<file path="src/verilog/lintp_pkg.sv">
package lintp_pkg;
  // wake threshold: dominant bus must last longer than this
  localparam int WAKE_NS = 150000;
  localparam int CLK_NS = 40;
  // longest-time style figure, but "longer than": round up so a shorter pulse never wakes
  localparam int WAKE_CYC = (WAKE_NS + CLK_NS - 1) / CLK_NS;
  localparam int WAKE_CW = 13;
  localparam int BUF_DEPTH = 2;
  // levels of the bus and pins
  localparam logic BUS_DOMINANT = 1'b0;
  localparam logic BUS_RECESSIVE = 1'b1;
  localparam logic RST_VAL_ENABLE = 1'b0;

  // a bus sample travelling to the receive pin
  typedef struct packed {
    logic level;
  } lintp_bit_type;

  typedef enum logic [1:0] {
    LINTP_ACTIVE,
    LINTP_SLEEP,
    LINTP_WAKE_ARMED
  } lintp_state_type;
endpackage

</file>
<file path="src/verilog/lintp_buf.sv">
`timescale 1ns/10ps
// two-entry skid buffer, receiver stall never drops a word
module lintp_buf
  import lintp_pkg::*;
#(
  parameter int WIDTH = 1
) (
  input wire logic sys_clk_i,
  input wire logic rst_n_i,
  input wire logic [WIDTH-1:0] in_data_i,
  input wire logic in_valid_i,
  output logic in_ready_o,
  output logic [WIDTH-1:0] out_data_o,
  output logic out_valid_o,
  input wire logic out_ready_i
);
  logic [WIDTH-1:0] mem_q [BUF_DEPTH];
  logic rd_q;
  logic wr_q;
  logic [1:0] cnt_q;
  logic push;
  logic pop;

  assign push = in_valid_i && (cnt_q != 2'd2);
  assign pop = out_valid_o && out_ready_i;
  assign in_ready_o = (cnt_q != 2'd2);
  assign out_valid_o = (cnt_q != 2'd0);
  assign out_data_o = mem_q[rd_q];

  // storage write
  always_ff @(posedge sys_clk_i) begin
    if (push) begin
      mem_q[wr_q] <= in_data_i;
    end
  end

  // pointers and fill count
  always_ff @(posedge sys_clk_i or negedge rst_n_i) begin
    if (!rst_n_i) begin
      rd_q <= 1'b0;
      wr_q <= 1'b0;
      cnt_q <= 2'd0;
    end else begin
      if (push) begin
        wr_q <= ~wr_q;
      end
      if (pop) begin
        rd_q <= ~rd_q;
      end
      cnt_q <= cnt_q + {1'b0, push} - {1'b0, pop};
    end
  end

  AST_NO_OVERFLOW: assert property (@(posedge sys_clk_i) disable iff (!rst_n_i)
    cnt_q <= 2'd2) else $error("buffer count past depth");
endmodule

</file>
<file path="src/verilog/lintp_top.sv">
`timescale 1ns/10ps
// Operation
// - receive output follows the bus level continuously, four clock cycles late.
// - receive output is open drain, only ever pulls low.
// - transmit low drives bus dominant; transmit high leaves bus recessive.
// - on a bus fault, pull the enable pin low, weakly, host may overdrive.
// - enable pulse without fault latches enable; pin then held high weakly. Code ignores the pulse while asleep.
// - asleep, wake on rising bus edge after dominant longer than threshold.
module lintp_top
  import lintp_pkg::*;
#(
  parameter int WAKE_CYCLES = WAKE_CYC
) (
  input wire logic sys_clk_i,
  input wire logic rst_n_i,
  input wire logic send_data_i,
  output logic recv_data_o,
  output logic recv_data_oe_o,
  input wire logic bus_i,
  output logic bus_o,
  output logic bus_oe_o,
  input wire logic fault_flag_send_enable_pin_i,
  output logic fault_flag_send_enable_pin_o,
  output logic fault_flag_send_enable_pin_oe_o,
  output logic fault_flag_send_enable_pin_weak_o,
  input wire logic lin_fault_i,
  input wire logic sleep_req_i,
  output logic asleep_o,
  output logic wake_o
);
  // two-flop synchronisers for every pin input
  logic [1:0] txd_s_q;
  logic [1:0] bus_s_q;
  logic [1:0] fen_s_q;
  logic [1:0] flt_s_q;
  logic [1:0] slp_s_q;
  logic fen_prev_q;
  logic bus_prev_q;
  logic enable_q;
  lintp_state_type state_q;
  logic [WAKE_CW-1:0] dom_cnt_q;
  lintp_bit_type rx_in;
  lintp_bit_type rx_out;
  logic rx_valid;
  logic rx_in_ready;

  // pin inputs pass two flops before any logic reads them
  always_ff @(posedge sys_clk_i or negedge rst_n_i) begin
    if (!rst_n_i) begin
      txd_s_q <= {2{BUS_RECESSIVE}};
      bus_s_q <= {2{BUS_RECESSIVE}};
      fen_s_q <= 2'b00;
      flt_s_q <= 2'b00;
      slp_s_q <= 2'b00;
    end else begin
      txd_s_q <= {txd_s_q[0], send_data_i};
      bus_s_q <= {bus_s_q[0], bus_i};
      fen_s_q <= {fen_s_q[0], fault_flag_send_enable_pin_i};
      flt_s_q <= {flt_s_q[0], lin_fault_i};
      slp_s_q <= {slp_s_q[0], sleep_req_i};
    end
  end

  // edge history, read only from the second flops
  always_ff @(posedge sys_clk_i or negedge rst_n_i) begin
    if (!rst_n_i) begin
      fen_prev_q <= 1'b0;
      bus_prev_q <= BUS_RECESSIVE;
    end else begin
      fen_prev_q <= fen_s_q[1];
      bus_prev_q <= bus_s_q[1];
    end
  end

  // send enable latch: set by host pulse without fault while active, dropped by fault
  always_ff @(posedge sys_clk_i or negedge rst_n_i) begin
    if (!rst_n_i) begin
      enable_q <= RST_VAL_ENABLE;
    end else if (flt_s_q[1] || state_q != LINTP_ACTIVE) begin
      enable_q <= 1'b0;
    end else if (fen_s_q[1] && !fen_prev_q) begin
      enable_q <= 1'b1;
    end
  end

  // enable pin: weak low on fault through series resistance, weak high when latched
  always_ff @(posedge sys_clk_i or negedge rst_n_i) begin
    if (!rst_n_i) begin
      fault_flag_send_enable_pin_o <= 1'b0;
      fault_flag_send_enable_pin_oe_o <= 1'b0;
      fault_flag_send_enable_pin_weak_o <= 1'b1;
    end else begin
      fault_flag_send_enable_pin_o <= !flt_s_q[1] && enable_q;
      fault_flag_send_enable_pin_oe_o <= flt_s_q[1] || enable_q;
      fault_flag_send_enable_pin_weak_o <= 1'b1; // host can always overdrive
    end
  end

  // bus driver: open drain, dominant only while enabled and transmit low
  always_ff @(posedge sys_clk_i or negedge rst_n_i) begin
    if (!rst_n_i) begin
      bus_o <= BUS_DOMINANT;
      bus_oe_o <= 1'b0;
    end else begin
      bus_o <= BUS_DOMINANT;
      bus_oe_o <= enable_q && !flt_s_q[1] && (txd_s_q[1] == BUS_DOMINANT);
    end
  end

  // sleep state machine with dominant-time qualified wake
  always_ff @(posedge sys_clk_i or negedge rst_n_i) begin
    if (!rst_n_i) begin
      state_q <= LINTP_ACTIVE;
      dom_cnt_q <= '0;
      wake_o <= 1'b0;
      asleep_o <= 1'b0;
    end else begin
      wake_o <= 1'b0;
      case (state_q)
        LINTP_ACTIVE: begin
          dom_cnt_q <= '0;
          if (slp_s_q[1]) begin
            state_q <= LINTP_SLEEP;
          end
        end
        LINTP_SLEEP: begin
          // saturating count of dominant time; short glitches restart it
          if (bus_s_q[1] == BUS_DOMINANT) begin
            if (dom_cnt_q < WAKE_CW'(WAKE_CYCLES)) begin
              dom_cnt_q <= dom_cnt_q + 1'b1;
            end else begin
              state_q <= LINTP_WAKE_ARMED;
            end
          end else begin
            dom_cnt_q <= '0;
          end
        end
        LINTP_WAKE_ARMED: begin
          if (bus_s_q[1] == BUS_RECESSIVE && bus_prev_q == BUS_DOMINANT) begin
            state_q <= LINTP_ACTIVE;
            wake_o <= 1'b1;
          end
        end
        default: begin
          state_q <= LINTP_ACTIVE;
        end
      endcase
      asleep_o <= (state_q != LINTP_ACTIVE);
    end
  end

  // bus samples pass the skid buffer to the receive pin; it is always drained
  assign rx_in.level = bus_s_q[1];

  lintp_buf #(
    .WIDTH($bits(lintp_bit_type))
  ) u_rx_buf (
    .sys_clk_i(sys_clk_i),
    .rst_n_i(rst_n_i),
    .in_data_i(rx_in),
    .in_valid_i(1'b1),
    .in_ready_o(rx_in_ready),
    .out_data_o(rx_out),
    .out_valid_o(rx_valid),
    .out_ready_i(1'b1)
  );

  // receive pin only sinks; high comes from external pull-up
  always_ff @(posedge sys_clk_i or negedge rst_n_i) begin
    if (!rst_n_i) begin
      recv_data_o <= 1'b0;
      recv_data_oe_o <= 1'b0;
    end else begin
      recv_data_o <= 1'b0;
      if (rx_valid && rx_in_ready) begin
        recv_data_oe_o <= (rx_out.level == BUS_DOMINANT);
      end
    end
  end

  AST_RX_FOLLOWS: assert property (@(posedge sys_clk_i) disable iff (!rst_n_i)
    $fell(bus_s_q[1]) |-> ##2 recv_data_oe_o) else $error("rx not following dominant");
  AST_RX_OPEN_DRAIN: assert property (@(posedge sys_clk_i) disable iff (!rst_n_i)
    recv_data_oe_o |-> !recv_data_o) else $error("rx driven high");
  AST_TX_DOMINANT: assert property (@(posedge sys_clk_i) disable iff (!rst_n_i)
    (enable_q && !flt_s_q[1] && !txd_s_q[1]) |=> bus_oe_o && !bus_o)
    else $error("tx low not dominant");
  AST_TX_RECESSIVE: assert property (@(posedge sys_clk_i) disable iff (!rst_n_i)
    txd_s_q[1] |=> !bus_oe_o) else $error("tx high drives bus");
  AST_FAULT_PULLS_LOW: assert property (@(posedge sys_clk_i) disable iff (!rst_n_i)
    flt_s_q[1] |=> fault_flag_send_enable_pin_oe_o && !fault_flag_send_enable_pin_o)
    else $error("fault not signalled");
  // a fault or sleep in the cycle after the edge legally cancels the latch
  AST_ENABLE_LATCH: assert property (@(posedge sys_clk_i) disable iff (!rst_n_i)
    ($rose(fen_s_q[1]) && !flt_s_q[1] && state_q == LINTP_ACTIVE) ##1
    (!flt_s_q[1] && state_q == LINTP_ACTIVE) |=>
    (fault_flag_send_enable_pin_o && fault_flag_send_enable_pin_oe_o))
    else $error("enable not latched");
  AST_FAULT_BLOCKS_TX: assert property (@(posedge sys_clk_i) disable iff (!rst_n_i)
    flt_s_q[1] |=> !bus_oe_o) else $error("tx during fault");
  AST_WAKE_EDGE: assert property (@(posedge sys_clk_i) disable iff (!rst_n_i)
    wake_o |-> $past(state_q) == LINTP_WAKE_ARMED && $past(bus_s_q[1]))
    else $error("wake without armed edge");

  COV_TX: cover property (@(posedge sys_clk_i) disable iff (!rst_n_i) bus_oe_o);
  COV_FAULT: cover property (@(posedge sys_clk_i) disable iff (!rst_n_i)
    enable_q ##1 flt_s_q[1]);
  COV_WAKE: cover property (@(posedge sys_clk_i) disable iff (!rst_n_i) wake_o);
endmodule
</file>
<file path="config.mk">
export PLATFORM = sky130hd
export DESIGN_NAME = lintp_top
export DESIGN_NICKNAME = d
export VERILOG_FILES = /design/src/verilog/lintp_pkg.sv /design/src/verilog/lintp_buf.sv /design/src/verilog/lintp_top.sv
export SDC_FILE = /design/constraint.sdc
export NUM_CORES = 1
export LEC_CHECK = 0
export BUFFER_PORTS_ARGS = -buffer_cell sky130_fd_sc_hd__buf_2
export CAP_MARGIN = 20
export CORE_ASPECT_RATIO = 0.6
export CORE_MARGIN = 5
export CORE_UTILIZATION = 25
export DETAILED_ROUTE_END_ITERATION = 12
export PLACE_DENSITY = 0.44
export SETUP_SLACK_MARGIN = 0.2
export SLEW_MARGIN = 10
export SYNTH_ARGS = -nofsm -noshare
export SYNTH_HDL_FRONTEND = slang
export SYNTH_SLANG_ARGS = --single-unit
export TNS_END_PERCENT = 100
</file>
<file path="constraint.sdc">
create_clock -name sys_clk_i -period 2 [get_ports sys_clk_i]
set_clock_uncertainty 0.1 [all_clocks]
set_input_delay 0.2 -clock sys_clk_i [delete_from_list [all_inputs] [get_ports sys_clk_i]]
set_output_delay 0.2 -clock sys_clk_i [all_outputs]
set_load 0.02 [all_outputs]
</file>
; ---- Yosys cells after proc, flatten, opt, wreduce, memory -nomap -nowiden
; Memories as Yosys holds them, arrays and structs flattened.
; Index checks and enable logic that the tools add are counted.
; Widths: inputs -> output; s select.
[totals]
output_inout_bits = 9
elab_cells = 67
mem_bits_rw = 2
ff_bits = 38
in_bits = 7
mem_count = 1
[op_classes]
eq_ne = 8
magnitude_cmp = 1
n_addsub = 3
n_mux = 14
reduce_logical = 16
n_bitwise = 5
[mem_list]
columns = name, words, width, rd, rd_ports_with_merged_regs, wr, line_no
row1 = u_rx_buf.mem_q, 2, 1, 1, 0, 1, lintp_buf.sv:17  ; logic [WIDTH-1:0] mem_q [BUF_DEPTH];
[ops]
columns = op, n
row1 = $mux 13, 2
row2 = $pmux 13 s2, 1
row3 = $add 13x1->13 const B, 1
row4 = $lt 13x12->1 const B, 1
row5 = $ne 2x2->1 const B, 5
row6 = $mux 2, 4
row7 = $reduce_bool 2->1, 4
row8 = $mux 1, 6
row9 = $pmux 2 s3, 1
row10 = $logic_and 1x1->1, 5
row11 = $not 1->1, 5
row12 = $reduce_and 4->1, 1
row13 = $ne 3x3->1 const B, 1
row14 = $add 2x1->2, 1
row15 = $eq 2x1->1 const B, 1
row16 = $eq 2x2->1 const B, 1
row17 = $logic_not 1->1, 2
row18 = $logic_not 2->1, 1
row19 = $logic_or 1x1->1, 2
row20 = $reduce_and 2->1, 1
row21 = $sub 2x1->2, 1

; ---- Longest topological paths before layout
; Gate-level depths: netlist (run 1).
[logic_depth]
depth_word = 4
ltp_mapped = 6
ltp_nobuf = 6

; ---- By module
; A second synthesis (run 1) with hierarchy kept.
[hier_totals]
hier_cells = 145
hier_area_um2 = 1660.3
[modules_own_cells]
columns = module, cells_per_inst, seq_area_each_um2, instances, area_per_inst_um2
row1 = lintp_top, 125, 857.1, 1, 1390.1
row2 = lintp_buf, 20, 160.2, 1, 270.3

; ---- Worst setup path after synthesis (run 1)
; Ideal clock, no wire load.
[synth_path]
path_type = register to register
from = reg state_q[1]
to = reg dom_cnt_q[9]
arrival_time_ns = 1.466
required_ns = 1.761
stages_incl_launch_ff = 7
path_slack_ns = 0.295
period_less_slack_ns = 1.705
path_buffers = 1
setup_time_ns = 0.139
path_cell_list = dfrtp_1 buf_6 and4bb_1 o311ai_4 a2111oi_4 xnor2_1 nor2_1
[synth_via]
elab_chain_cells = 3
word_cells_on_any_way = 6
cone_classes = eq/ne: 2 / mux: 1 / reduce/logical: 3
[synth_lines]
columns = item, line_no
row1 = "start, declared", lintp_top.sv:40  ; lintp_state_type state_q;
row2 = "start signal, assigned", lintp_top.sv:113  ; state_q <= LINTP_ACTIVE;
row3 = "start signal, assigned", lintp_top.sv:123  ; state_q <= LINTP_SLEEP;
row4 = "start signal, assigned", lintp_top.sv:132  ; state_q <= LINTP_WAKE_ARMED;
row5 = $eq 2x1->1 or $logic_not 2->1 (tied branches), lintp_top.sv:119  ; case (state_q)
row6 = $ne 3x3->1 (no line) or $reduce_bool 2->1 (tied branches), n/a
row7 = $reduce_and 2->1 (no line), n/a
row8 = "end signal, assigned", lintp_top.sv:130  ; dom_cnt_q <= dom_cnt_q + 1'b1;
row9 = "end, declared", lintp_top.sv:41  ; logic [WAKE_CW-1:0] dom_cnt_q;
; Parallel ways exist; a longest one is shown, timed or not.
; A chain may end at the register's enable or synchronous reset.

; ---- Worst setup path in the final report (run 1)
[layout_path]
from = reg dom_cnt_q[4]
to = reg dom_cnt_q[9]
[layout_via]
elab_chain_cells = 4
word_cells_on_any_way = 7
cone_classes = add/sub: 1 / order compare: 1 / eq/ne: 1 / mux: 3 / reduce/logical: 1
[layout_lines]
columns = item, line_no
row1 = $add 13x1->13, lintp_top.sv:130
row2 = $mux 13, lintp_top.sv:129  ; if (dom_cnt_q < WAKE_CW'(WAKE_CYCLES)) begin
row3 = $mux 13, lintp_top.sv:128  ; if (bus_s_q[1] == BUS_DOMINANT) begin
row4 = $pmux 13 s2, lintp_top.sv:119
; Parallel ways exist; a longest one is shown, timed or not. The select of a mux whose other input is x is not followed.

==> impl_metrics.py, run 1 <==
metrics = {
    "finish": {
        "stdcell_count": 250,
        "drive_above_1_share_pct": 26.51,
        "syn_to_final_growth_pct": 23.39,
        "fin_util_pct": 32.54,
        "antenna_cells": 0,
        "final_nets": 173,
    },
    "clock_network": {
        "htreeDepth": 2,
        "numCtsBuffers": 5,
        "cts-root-buf": "clkbuf_8",
        "cts_sinks": 40,
        "clk_path_buf_depth": 2,
        "cts_tree": "done",
        "insertion_delay_ps": 280,
        "clk_pin_slew_worst_paths_ps": 80,
    },
    "detailed_routing": {
        "met3_length_um": 149,
        "drtPass1Iterations": 4,
        "wl_met1_um": 1588,
        "dr_wl_met2_um": 1068,
        "vias": 1019,
        "drt_iter0_drc": 54,
        "viasPerCell": 4.076,
        "drt_wl_total_um": 2829,
        "avgRoutedWirePerCell_um": 11.32,
        "top_layer": "met4",
        "drc_errors": 0,
        "route.antenna.remaining_nets": 0,
    },
    "die": {
        "io_pins": 16,
        "dieArea_mm2": 0.008368,
        "start_util_pct": 26.37,
        "die_h_um": 72.89,
        "num_rows": 22,
        "core-area_mm2": 0.006248,
        "die_w_um": 114.8,
    },
    "setup_path": {
        "cp-endpoint": "dom_cnt_q[9]",
        "crit_type": "flop to flop",
        "worstPathMaxFanout": 5,
        "setup.worst_path.start": "dom_cnt_q[4]",
        "cp.arrival_ps": 1790,
        "cp-start-kind": "flop",
        "r2r_slack_ps": 280,
        "reg2reg_to": "dom_cnt_q[9]",
        "cp.required_ps": 2080,
        "critPathCaptureType": "flop",
        "r2r-start": "dom_cnt_q[4]",
        "worst_r2r_path_depth": 5,
    },
    "timing": {
        "fmax_ghz": 0.5829,
        "worst_slack_ps": 284.3,
        "timing.final.crit_share_pct": 85.78,
        "rsz0062_at_grt": "false",
        "finalHoldViolCount": 0,
        "worst_pin_slew_ps": 833.6,
        "setup-violations-final": 0,
        "final.setup.tns_ps": 0,
        "maxSlewHeadroom_pct": 44.43,
        "slew_violations": 0,
        "period_minus_slack_ps": 1716,
    },
    "synthesis": {
        "postSynth.asyncResetShare_pct": 95.00,
        "syn_inst": 135,
        "synth_flop_cell": "dfrtp_1",
        "syn_avg_cell_area_um2": 12.21,
        "yosysSeqAreaShare_pct": 61.73,
        "ys_types": 39,
        "ys_seq_elements": 40,
        "synth_edf_count": 2,
        "ys_warn_count": 0,
        "synthesis.area_mm2": 0.001648,
    },
    "global_routing": {
        "antenna_found_initial": 0,
        "grt_pass1_wl_um": 4981,
        "grtUsageTotal_pct": 7.475,
        "grt_overflow": 0,
        "grt_max_degree": 39,
        "grt_pass1_vias": 1017,
    },
    "flow_run": {
        "max-cap-violations": 0,
    },
    "place": {
        "pre_cts_slack_ps": 221.1,
        "dp_hpwl_um": 1974,
        "gp_congestion": 0.7834,
        "place_inst": 234,
        "port_buffers": 12,
    },
    "pwr": {
        "ir_worst_vdd_uv": 351.7,
        "power.density_mw_per_mm2": 930.9,
        "p_leak_nw": 0.8550,
    },
    "outcome": {
        "status": "finished, final reports clean",
    },
    "hold_path": {
        "hold_class": "flop to flop",
        "hold_depth": 0,
    },
}
-- logic make-up after synthesis --
group                    Yosys count  synth area share (%)
multiplexers                       2                 1.291
other                              2                0.4558
AO/OA/AOI/OAI                     23                 12.45
buffers and inverters             10                 3.417
XOR/XNOR                           9                 4.784
flip-flops                        40                 61.73
AND/OR/NAND/NOR                   48                 15.11
adder cells (fa/ha/maj)            1                0.7592
-- Yosys cell counts, types with 2 or more instances --
master,number,share of area (%)
conb_1,2,0.46
nand4_1,2,0.76
nor2b_1,8,3.0
edfxtp_1,2,3.6
nor3b_1,2,0.91
buf_4,3,1.4
dfstp_2,5,8.0
nand3_1,3,0.91
inv_1,6,1.4
or2_2,2,0.76
nand2_1,9,2.0
nor2_1,14,3.2
xnor2_1,9,4.8
dfrtp_1,33,50
o31ai_1,2,0.91
nand2b_1,3,1.1
a31oi_1,2,0.76
a21oi_1,7,2.1
-- registers in the layout, summed over array words and instances (netlist names), 2 cells and up --
register and cells:
u_rx_buf.mem_q 2, u_rx_buf.cnt_q 2, bus_s_q 2, slp_s_q 2
dom_cnt_q 13, fen_s_q 2, flt_s_q 2, txd_s_q 2
state_q 2
-- final cells by class --
type	count	area, um2
Timing Repair Buffer	25	172.7
Tap cell	84	105.1
Multi-Input combinational cell	87	591.8
Inverter	6	22.52
Sequential cell	40	1020
Clock inverter	2	38.79
Fill cell	629	4215
Clock buffer	6	82.58
-- how the worst min path moves through the flow --
stage,startpoint,endpoint
final,flt_s_q[0],flt_s_q[1]
after global routing,flt_s_q[0],flt_s_q[1]
after CTS,flt_s_q[0],flt_s_q[1]
after detailed placement,bus_i,bus_s_q[0]
after global placement,bus_i,bus_s_q[0]
after floorplan,rst_n_i,asleep_o
-- power by group --
part           total (W)  leakage (nW)  internal [W]  switching, W
registers       0.000954         0.486      0.000883     0.0000702
clock network   0.000680        0.0614      0.000408      0.000272
logic           0.000259         0.307      0.000118      0.000141
total            0.00189         0.855       0.00141      0.000483
-- through the flow --
stage / total power [W] / instance area, um2 / hold slack [ps]
2_1_floorplan: 0.001146 / 1655 / -195.6
3_3_place_gp: 0.001213 / 1824 / 205.4
3_5_place_dp: 0.001214 / 1824 / 208.3
4_1_cts: 0.001921 / 2006 / 257.1
5_1_grt: 0.002004 / 2033 / 265.5
6_report: 0.001893 / 2033 / 252.4
-- routing by layer --
| layer | global-route usage [%] | vias up |
|---|---|---|
| met4 | 1.953 | 0 |
| met1 | 11.13 | 487 |
| met3 | 2.651 | 2 |
| li1 | - | 512 |
| met2 | 10.12 | 18 |
| met5 | 0 | - |
-- worst max-delay path, cell delays in order (launching register included) --
cell and delay [ps]:
dfrtp_1 460, a211oi_4 340, o311ai_4 170, a2111oi_4 340
xnor2_1 150, nor2_1 50
-- placed cells by master, fill, tap and decap left out, types with 2 or more instances in the layout --
| master | synthesis | layout |
|---|---|---|
| or2_2 | 2 | 2 |
| nand4_1 | 2 | 2 |
| clkbuf_8 | 0 | 6 |
| buf_2 | 0 | 12 |
| conb_1 | 2 | 4 |
| buf_4 | 3 | 7 |
| nand3_1 | 3 | 3 |
| dfstp_2 | 5 | 5 |
| nand2_1 | 9 | 9 |
| dfrtp_2 | 0 | 2 |
| dfrtp_1 | 33 | 31 |
| dlygate4sd3_1 | 0 | 6 |
| xnor2_1 | 9 | 9 |
| edfxtp_1 | 2 | 2 |
| a21oi_1 | 7 | 7 |
| nand2b_1 | 3 | 3 |
| nor2b_1 | 8 | 8 |
| nor2_1 | 14 | 14 |
| a31oi_1 | 2 | 2 |
| inv_1 | 6 | 6 |
-- what timing repair did --
item / in CTS / in global routing
setup endpoints to repair: 1 / 8
hold endpoints to repair: 38 / 0
buffers inserted: 0 / 2
hold buffers: 6 / 0
pin swaps: 1 / 3
gates resized for setup: 0 / 5
Power figures use the tool's default switching activity.
==> inputs of run 2 (changes only) <==
--- a/config.mk
+++ b/config.mk
@@ -8,7 +8,7 @@
 export BUFFER_PORTS_ARGS = -buffer_cell sky130_fd_sc_hd__buf_2
 export CAP_MARGIN = 20
 export CORE_ASPECT_RATIO = 0.6
-export CORE_MARGIN = 5
+export CORE_MARGIN = 4
 export CORE_UTILIZATION = 25
 export DETAILED_ROUTE_END_ITERATION = 12
 export PLACE_DENSITY = 0.44
==> run 2 against run 1 <==
Against the previous run: flip-flop and latch count did not move; cell count fell by 1.2%; clock power fell by 26%; largest power group unchanged; first-iteration DRC count rose by 63%; register-to-register slack improved by 30 ps.
==> impl_metrics.py, run 2 (synthesis results as in run 1) <==
metrics = {
    "flow_run": {
        "max-cap-violations": 0,
    },
    "clock_network": {
        "clk_path_buf_depth": 2,
        "numCtsBuffers": 5,
        "clk_pin_slew_worst_paths_ps": 80,
        "htreeDepth": 2,
        "cts_tree": "done",
        "insertion_delay_ps": 290,
        "cts_sinks": 40,
        "post_cts_buffers": 0,
        "cts-root-buf": "clkbuf_8",
    },
    "detailed_routing": {
        "drt_iter0_drc": 88,
        "vias": 1042,
        "drt_wl_total_um": 2934,
        "drtPass1Iterations": 4,
        "avgRoutedWirePerCell_um": 11.88,
        "route.antenna.remaining_nets": 0,
        "drc_errors": 0,
        "viasPerCell": 4.219,
    },
    "die": {
        "start_util_pct": 26.37,
        "dieArea_mm2": 0.007997,
        "io_pins": 16,
        "die_w_um": 112.8,
        "core-area_mm2": 0.006248,
        "num_rows": 22,
        "die_h_um": 70.89,
    },
    "setup_path": {
        "crit_type": "flop to flop",
        "worst_r2r_path_depth": 5,
        "cp-start-kind": "flop",
        "reg2reg_to": "dom_cnt_q[0]",
        "critPathCaptureType": "flop",
        "r2r-start": "dom_cnt_q[1]",
        "worstPathMaxFanout": 7,
        "r2r_slack_ps": 310,
        "cp.required_ps": 2070,
        "cp.arrival_ps": 1760,
    },
    "global_routing": {
        "grt_max_degree": 17,
        "grtUsageTotal_pct": 8.150,
        "grt_overflow": 0,
        "antenna_found_initial": 0,
        "grt_pass1_wl_um": 5161,
        "grt_pass1_vias": 1064,
    },
    "timing": {
        "fmax_ghz": 0.5921,
        "slew_violations": 0,
        "period_minus_slack_ps": 1689,
        "worst_slack_ps": 311.1,
        "timing.final.crit_share_pct": 84.44,
        "final.setup.tns_ps": 0,
        "setup-violations-final": 0,
        "rsz0062_at_grt": "false",
        "finalHoldViolCount": 0,
    },
    "finish": {
        "final_common_cell": "dfrtp_1",
        "stdcell_count": 247,
        "mostFrequentLayoutCells": "dfrtp_1, nor2_1, buf_2",
        "max_flop_register": "dom_cnt_q",
        "n_fill_cell": 625,
        "drive_above_1_share_pct": 27.61,
        "antenna_cells": 0,
        "largest_register_ffs": 13,
        "syn_to_final_growth_pct": 20.96,
        "final_nets": 170,
    },
    "place": {
        "place_inst": 233,
        "dp_hpwl_um": 2042,
        "gp_congestion": 0.7946,
        "port_buffers": 12,
        "pre_cts_slack_ps": 171.1,
    },
    "pwr": {
        "power.density_mw_per_mm2": 875.2,
        "p_leak_nw": 0.8191,
        "ir_worst_vdd_uv": 223.0,
    },
    "outcome": {
        "status": "finished, final reports clean",
    },
    "hold_path": {
        "hold_class": "input pin to async pin",
    },
}
## run 2: cell count changes in the layout (fill, tap and decap cells not counted), moves of 2 or more
cell / before / now
buf_4: 7 / 4
clkinv_2: 0 / 2
dfrtp_2: 2 / 5
dfrtp_1: 31 / 28
## run 2: report_power, final
| group | switching (W) | total (W) | internal (W) | leakage [nW] |
|---|---|---|---|---|
| clock | 0.000270 | 0.000506 | 0.000237 | 0.0453 |
| sequential | 0.0000697 | 0.000952 | 0.000882 | 0.481 |
| combinational | 0.000153 | 0.000286 | 0.000133 | 0.293 |
| total | 0.000492 | 0.00174 | 0.00125 | 0.819 |
## run 2: worst max-delay path, cell delays in order, from the launching register on
cell and delay [ps]:
dfrtp_2 460, a211oi_4 330, o31ai_1 130, a21oi_2 280, nand2b_1 170, a31oi_1 90
## run 2: repair_timing
item                                    4_1_cts  5_1_grt
gates cloned                                  0        0
endpoints found under the setup margin        3       10
hold buffers                                  6        0
endpoints found under the hold margin        17        0
pin swaps                                     0        4
resized for setup                             1       11
## run 2: final cells by class
| type | count | area, um2 | share of cell area (%) |
|---|---|---|---|
| inverter | 6 | 22.52 | 1.130 |
| multi-input combinational | 87 | 609.3 | 30.57 |
| timing repair buffer | 22 | 150.1 | 7.533 |
| clock buffer | 5 | 68.82 | 3.453 |
| clock inverter | 3 | 13.76 | 0.6905 |
| tap | 84 | 105.1 | 5.273 |
| sequential | 40 | 1023 | 51.35 |
## run 2: how the worst max path moves through the flow
stage / startpoint / to / slack, ps / cells past startpoint
after global routing: dom_cnt_q[1] / dom_cnt_q[6] / 180 / 6
after CTS: dom_cnt_q[2] / dom_cnt_q[9] / 210 / 5
after detailed placement: dom_cnt_q[2] / dom_cnt_q[10] / 170 / 5
final: dom_cnt_q[1] / dom_cnt_q[0] / 310 / 5
after global placement: dom_cnt_q[2] / dom_cnt_q[10] / 220 / 5
after floorplan: state_q[1] / dom_cnt_q[9] / 290 / 6
## run 2: metal layers
layer | wire [um] | vias up | global-route usage [%] | share of wire [%]
li1 | - | 506 | - | -
met1 | 1500 | 500 | 11.28 | 51
met2 | 1213 | 29 | 11.22 | 41
met3 | 156 | 7 | 2.650 | 5.3
met4 | 64 | 0 | 4.400 | 2.2
met5 | 0 | - | 0 | 0
## run 2: stage by stage
stage               cell area (um2)  total power [W]  hold slack, ps  util, %
finish                         1993         0.001744           246.1    31.90
global route                   1993         0.001866           260.6    31.90
CTS                            1963         0.001752           253.4    31.42
detailed placement             1817         0.001220           40.32    29.07
global placement               1817         0.001215           42.29    29.07
floorplan                      1655         0.001146          -195.6        -
